$ cat config.mk
export PLATFORM = sky130hd
export DESIGN_NAME = rcc_regs
export DESIGN_NICKNAME = d
export VERILOG_FILES = /design/src/core/rcc_pkg.sv /design/src/core/rcc_regs.sv /design/src/core/rcc_vdecode.sv
export SDC_FILE = /design/constraint.sdc
export NUM_CORES = 1
export LEC_CHECK = 0
export ABC_AREA = 1
export BUFFER_PORTS_ARGS = -buffer_cell sky130_fd_sc_hd__buf_2
export CORE_ASPECT_RATIO = 1.75
export CORE_MARGIN = 4
export CORE_UTILIZATION = 55
export DETAILED_ROUTE_END_ITERATION = 6
export GPL_TIMING_DRIVEN = 0
export PLACE_DENSITY = 0.77
export SETUP_SLACK_MARGIN = 0.4
export SYNTH_ARGS = -nofsm -noshare
export SYNTH_HDL_FRONTEND = slang
export SYNTH_HIERARCHICAL = 1
export SYNTH_SLANG_ARGS = --single-unit
export TNS_END_PERCENT = 1
$ cat constraint.sdc
create_clock -name clk -period 5.5 [get_ports clk]
set_clock_uncertainty 0.15 [all_clocks]
set_input_delay 0 -clock clk [delete_from_list [all_inputs] [get_ports clk]]
set_output_delay 0 -clock clk [all_outputs]
set_load 0.02 [all_outputs]
$ cat src/core/rcc_pkg.sv
// Shared constants and types for the regulator channel configuration registers.
// Assumes one 100 MHz clock and an upstream serial port that issues word accesses.
`default_nettype none
package rcc_pkg;
    localparam int ADDR_W = 8;
    localparam logic [7:0] CH1_OFS = 8'h2c;
    localparam logic [7:0] CH2_OFS = 8'h2d;
    localparam int STYLE_LSB = 6;
    localparam int ILIM_LSB = 4;
    localparam int DISCH_BIT = 3;
    localparam int EN_LSB = 0;
    localparam int EN_FORCE_BIT = 2;
    localparam int EN_ON_BIT = 1;
    localparam logic [9:0] ILIM_00_MA = 10'd1000;
    localparam logic [9:0] ILIM_01_MA = 10'd750;
    localparam logic [9:0] ILIM_10_MA = 10'd500;
    localparam logic [9:0] ILIM_11_MA = 10'd333;
    localparam logic [15:0] VMIN_MV = 16'd500;
    localparam logic [15:0] VSTEP_MV = 16'd25;
    localparam logic [15:0] VMAX_MV = 16'd5500;
    localparam logic [7:0] VSAT_CODE = 8'hc8;
    localparam int SLOTS = 4;

    typedef enum logic [1:0] {
        RCC_AUTO,
        RCC_BUCK,
        RCC_BOOST,
        RCC_BUCK_BOOST
    } rcc_style_e;

    typedef struct packed {
        rcc_style_e conversion_style;
        logic [1:0] peak_current_limit_ch1;
        logic discharge_enable_ch1;
        logic [2:0] enable_control_ch1;
    } rcc_ch1_s;

    typedef struct packed {
        logic wr;
        logic rd;
        logic [ADDR_W-1:0] addr;
        logic [7:0] wdata;
    } rcc_req_s;
endpackage
`default_nettype wire

$ cat src/core/rcc_regs.sv
// Configuration registers for converter channel 1 and channel 2 target voltage.
// Assumes the serial port logic, factory settings and power sequencer share clk.
// Functional notes
// [RULE1] Channel 1 style field picks auto, buck, boost or buck-boost.
// [RULE2] Channel 1 limit field picks 1.000, 0.750, 0.500 or 0.333 A.
// [RULE3] Discharge bit set and channel off turns the pull-down on.
// [RULE4] Enable codes 0 to 3 follow power sequencer slot 0 to 3.
// [RULE5] Codes 4,5 force channel off; codes 6,7 force it on.
// [RULE6] Software puts bias to normal power before enabling the channel.
// [RULE7] Channel 2 setpoint is 0.5 V plus 25 mV per code.
// [RULE8] Codes 0xC8 and above saturate at 5.500 V.
// [RULE9] Reset loads every field from factory settings; all stay read/write.
`default_nettype none
module rcc_regs (
    input wire logic clk,
    input wire logic resetn,
    input wire rcc_pkg::rcc_req_s req,
    output logic [7:0] rd_data,
    output logic rd_valid,
    input wire logic [7:0] factory_ch1,
    input wire logic [7:0] factory_ch2,
    input wire logic [rcc_pkg::SLOTS-1:0] slot_on,
    output logic ch1_on,
    output logic ch1_discharge_on,
    output rcc_pkg::rcc_style_e ch1_style,
    output logic [9:0] ch1_peak_limit_ma,
    output logic [15:0] ch2_setpoint_mv
);
    typedef struct packed {
        logic loaded;
        rcc_pkg::rcc_ch1_s ch1;
        logic [7:0] ch2;
        logic [7:0] rd_data;
        logic rd_valid;
        logic on;
        logic disch;
        logic [9:0] ilim_ma;
        logic [15:0] mv;
    } rcc_state_s;

    logic [1:0] rst_sync_q;
    logic rst_n;
    rcc_state_s s_q, s_d;
    logic [15:0] mv_dec;
    logic en_next;

    // Reset enters asynchronously, leaves synchronously
    always_ff @(posedge clk or negedge resetn) begin
        if (!resetn) begin
            rst_sync_q <= 2'b00;
        end else begin
            rst_sync_q <= {rst_sync_q[0], 1'b1};
        end
    end
    assign rst_n = rst_sync_q[1];

    rcc_vdecode u_vdecode (
        .code(s_q.ch2),
        .setpoint_mv(mv_dec)
    );

    always_comb begin
        s_d = s_q;
        s_d.rd_valid = 1'b0;
        if (!s_q.loaded) begin
            // Straps sampled one clock after release, never under reset
            s_d.ch1 = rcc_pkg::rcc_ch1_s'(factory_ch1); // see [RULE9]
            s_d.ch2 = factory_ch2; // see [RULE9]
            s_d.loaded = 1'b1;
        end else if (req.wr) begin
            if (req.addr == rcc_pkg::CH1_OFS) begin
                s_d.ch1 = rcc_pkg::rcc_ch1_s'(req.wdata); // see [RULE9]
            end else if (req.addr == rcc_pkg::CH2_OFS) begin
                s_d.ch2 = req.wdata; // see [RULE9]
            end
        end
        if (req.rd) begin
            s_d.rd_valid = 1'b1;
            if (req.addr == rcc_pkg::CH1_OFS) begin
                s_d.rd_data = s_q.ch1;
            end else if (req.addr == rcc_pkg::CH2_OFS) begin
                s_d.rd_data = s_q.ch2;
            end else begin
                s_d.rd_data = 8'h00;
            end
        end
        // Forced codes override the sequencer, slot codes follow it
        if (s_q.ch1.enable_control_ch1[rcc_pkg::EN_FORCE_BIT]) begin
            en_next = s_q.ch1.enable_control_ch1[rcc_pkg::EN_ON_BIT]; // see [RULE5]
        end else begin
            en_next = slot_on[s_q.ch1.enable_control_ch1[1:0]]; // see [RULE4]
        end
        s_d.on = en_next & s_q.loaded;
        s_d.disch = s_q.ch1.discharge_enable_ch1 & ~s_d.on; // see [RULE3]
        unique case (s_q.ch1.peak_current_limit_ch1) // see [RULE2]
            2'b00: s_d.ilim_ma = rcc_pkg::ILIM_00_MA;
            2'b01: s_d.ilim_ma = rcc_pkg::ILIM_01_MA;
            2'b10: s_d.ilim_ma = rcc_pkg::ILIM_10_MA;
            2'b11: s_d.ilim_ma = rcc_pkg::ILIM_11_MA;
        endcase
        s_d.mv = mv_dec; // see [RULE7]
    end

    always_ff @(posedge clk or negedge rst_n) begin
        if (!rst_n) begin
            s_q <= '0;
        end else begin
            s_q <= s_d;
        end
    end

    assign rd_data = s_q.rd_data;
    assign rd_valid = s_q.rd_valid;
    assign ch1_on = s_q.on;
    assign ch1_discharge_on = s_q.disch;
    assign ch1_style = s_q.ch1.conversion_style; // see [RULE1]
    assign ch1_peak_limit_ma = s_q.ilim_ma;
    assign ch2_setpoint_mv = s_q.mv;
endmodule // rcc_regs
`default_nettype wire

$ cat src/core/rcc_vdecode.sv
// Target voltage code to millivolt setpoint, combinational.
// Assumes the caller registers the result.
`default_nettype none
module rcc_vdecode (
    input wire logic [7:0] code,
    output logic [15:0] setpoint_mv
);
    always_comb begin
        if (code >= rcc_pkg::VSAT_CODE) begin
            setpoint_mv = rcc_pkg::VMAX_MV; // see [RULE8]
        end else begin
            setpoint_mv = 16'(rcc_pkg::VMIN_MV + 16'(code) * rcc_pkg::VSTEP_MV); // see [RULE7]
        end
    end
endmodule // rcc_vdecode
`default_nettype wire

==> reports/results.ini <==
[route]
route.detailed.drc = 0
ant_nets = 0
wl_mm = 8.559
route.vias.total = 3188
routedWlPerCell_um = 13.09
detail_route.vias_per_cell = 4.875
first_iter_violations = 140
firstDrtPassIters = 4

[clock_tree]
cts_root_buf = clkbuf_8
cts_buffers = 5
clkTransAtPathRegs_ns = 0.10
cts_hold_repair.buffers = 55
cts.htree.levels = 2
cts_setup_buffers = 0
cts_buffer_depth = 2
cts_resized = 0
cts_num_sinks = 54
clk_latency_ns = 0.32
cts_tree = done

[worst_setup_path]
worstSetupPathType = flip-flop to flip-flop
critPathLaunchType = flip-flop
cp.required_ns = 5.60
path_cells = inv_1 -> ha_1 -> inv_1 -> fa_1 -> ha_1 -> fa_1 -> nand2_2 -> nand3_2 -> and2_4 -> or2_1 -> nand3_1
r2r-end = ch2_setpoint_mv[8]
r2r-start = s_q[39]
cp_slowest_stage_delay_ns = 0.47
slowest_stage = fa_1
worst-path-max-fanout = 5
endpoint_kind = flip-flop
critPathTopFamily = adder cells
crit_buf_inv = 2
r2r_setup_slack_ns = 2.49
critPathArrivalTime_ns = 3.11
rr_worst_depth = 11

[floorplan]
fp-row-count = 38
die_w_um = 68.01
ioPinCount = 79
die_area_um2 = 7685
die_y_um = 113.0
initial_utilization_pct = 56.07
core_region_area_um2 = 6181

[global_routing]
antenna_found_initial = 0
overflow = 0
grt_pass1_vias = 3327
grt_usage_pct = 24.68
grt_pass1_wl_mm = 14.41
grt_start_max_net_pins = 29

[sta]
period_share_pct = 54.72
relSlewSlack_pct = 61.51
fmaxAchievable_ghz = 0.3323
hold_viol = 0
period_minus_slack_ns = 3.010
worstMarginPinSlew_ns = 0.5774
report.final.slew_viol_count = 0
rsz0062_at_grt = no
setup_viol_count_final = 0
finalSetupTns_ns = 0

[placement]
gp_congestion = 0.8973
hpwl_mm = 5.714
port_buffers = 78

[synthesis]
synth_area_um2 = 3466
ys_seq_area_share_pct = 38.99
yosys_warnings = 6
synth-seq-cells = 54
synth.avg_cell_area_um2 = 8.060
synth_cells = 430
yosysUniqueCellTypes = 28

[power]
power_density_nw_per_um2 = 299.4
peakVddDrop_v = 0.0002184
p_leak_nw = 2.729

[hold_path]
hold_class = input port to flip-flop
whs_path_depth = 4
holdPathEnd = s_q[39]
hold_start = req[17]

[finish]
antenna_cells = 0
final_nets = 650
drive_gt1_share_pct = 25.96
final_core_util_pct = 74.96
area.growth.synth_to_final_pct = 33.68

[outcome]
status = finished clean

[run]
maxCapViolations = 0

## state kept, by name, indices dropped and copies added, names as in the netlist
name and cells:
ch2_setpoint_mv 16, rd_valid 1, s_q 14, rst_sync_q 2, ch1_style 2, ch1_discharge_on 1
rd_data 8, ch1_on 1, ch1_peak_limit_ma 9
## worst max path at each step
| stage | startpoint | endpoint | cells past startpoint | slack, ns |
|---|---|---|---|---|
| after floorplan | s_q[39] | ch2_setpoint_mv[8] | 11 | 2.75 |
| after global placement | s_q[39] | ch2_setpoint_mv[8] | 11 | 2.60 |
| after detailed placement | s_q[39] | ch2_setpoint_mv[8] | 11 | 2.51 |
| after CTS | s_q[39] | ch2_setpoint_mv[8] | 11 | 2.50 |
| after global routing | s_q[39] | ch2_setpoint_mv[8] | 11 | 2.35 |
| final | s_q[39] | ch2_setpoint_mv[8] | 11 | 2.49 |
## where the power goes
group,leakage (nW),total (W),internal [W],switching [W]
logic,2.02,0.000659,0.000299,0.000360
registers,0.663,0.000494,0.000458,0.0000361
clock network,0.0502,0.000233,0.0000945,0.000139
## logic make-up (layout without fill, tap and decap cells)
logic type,after synthesis,after routing,share of synthesized area [%]
AND/OR/NAND/NOR,229,229,29.75
buffers and inverters,98,240,15.13
flip-flops,54,54,38.99
adder cells (fa/ha/maj),37,37,14.22
AO/OA/AOI/OAI,9,9,1.444
other,2,4,0.2167
XOR/XNOR,1,1,0.2528
## layer usage
layer,wire length [um],GRT usage [%],vias up
li1,-,-,1569
met3,464,4.667,35
met1,2838,23.56,1473
met4,398,12.75,0
met5,0,0,-
met2,4859,46.71,111
## placed cells by master, fill, tap and decap left out, types with 2 or more instances in the layout
master	n
nand3_1	46
conb_1	4
buf_2	80
nor2_4	2
inv_2	5
or2_1	5
clkbuf_8	5
nand2_4	2
clkinv_4	2
nor2_1	14
nand2_2	5
ha_1	33
dfrtp_1	53
inv_1	49
buf_4	39
a21oi_1	6
nand3_4	2
nand2_1	149
fa_1	4
dlygate4sd3_1	55
## final cells by class
type	count	area, um2
multi-input cells	280	1598
inverters	54	202.7
repair buffers	134	960.9
well taps	80	100.1
plain buffers	44	321.6
clock inverters	3	28.78
clock buffers	5	68.82
fillers	465	1548
flip-flops and latches	54	1353
## per-stage QoR
stage	setup slack [ns]	instances	total power, W	hold WS [ns]	area (um2)
4_1_cts	2.496	654	0.001383	0.002777	4633
6_report	2.490	654	0.001387	0.02645	4633
2_1_floorplan	2.750	432	0.0009570	-0.4456	3473
3_3_place_gp	2.597	590	0.001083	-0.3648	3964
5_1_grt	2.354	654	0.001505	0.05199	4633
3_5_place_dp	2.513	591	0.001104	-0.3605	3985
## cells in the mapped netlist
master | instances | area, um2
inv_2 | 5 | 18.77
inv_1 | 49 | 183.9
nand2_4 | 2 | 22.52
nor2_1 | 14 | 52.55
a21boi_0 | 1 | 7.510
dfrtp_1 | 54 | 1351
nor2_8 | 1 | 20.02
o21ai_0 | 1 | 5.000
buf_2 | 2 | 10.01
nand3_4 | 2 | 35.03
ha_1 | 33 | 412.9
nand3_2 | 1 | 10.01
and2_4 | 1 | 8.760
or2_1 | 5 | 31.28
nand2_2 | 5 | 31.28
nand2_1 | 149 | 559.3
a21oi_1 | 6 | 30.03
buf_6 | 1 | 11.26
xor2_1 | 1 | 8.760
o211ai_1 | 1 | 7.510
buf_4 | 39 | 292.8
clkbuf_1 | 1 | 3.750
nand3b_1 | 1 | 7.510
nor2_4 | 2 | 22.52
nand3_1 | 46 | 230.2
buf_1 | 1 | 3.750
conb_1 | 2 | 7.510
fa_1 | 4 | 80.08
## worst min-delay path, cell delays in order
cell and delay [ns]:
buf_2 0.13, nand3_4 0.15, nand3_1 0.10, nand2_1 0.08
Power figures use the tool's default switching activity.
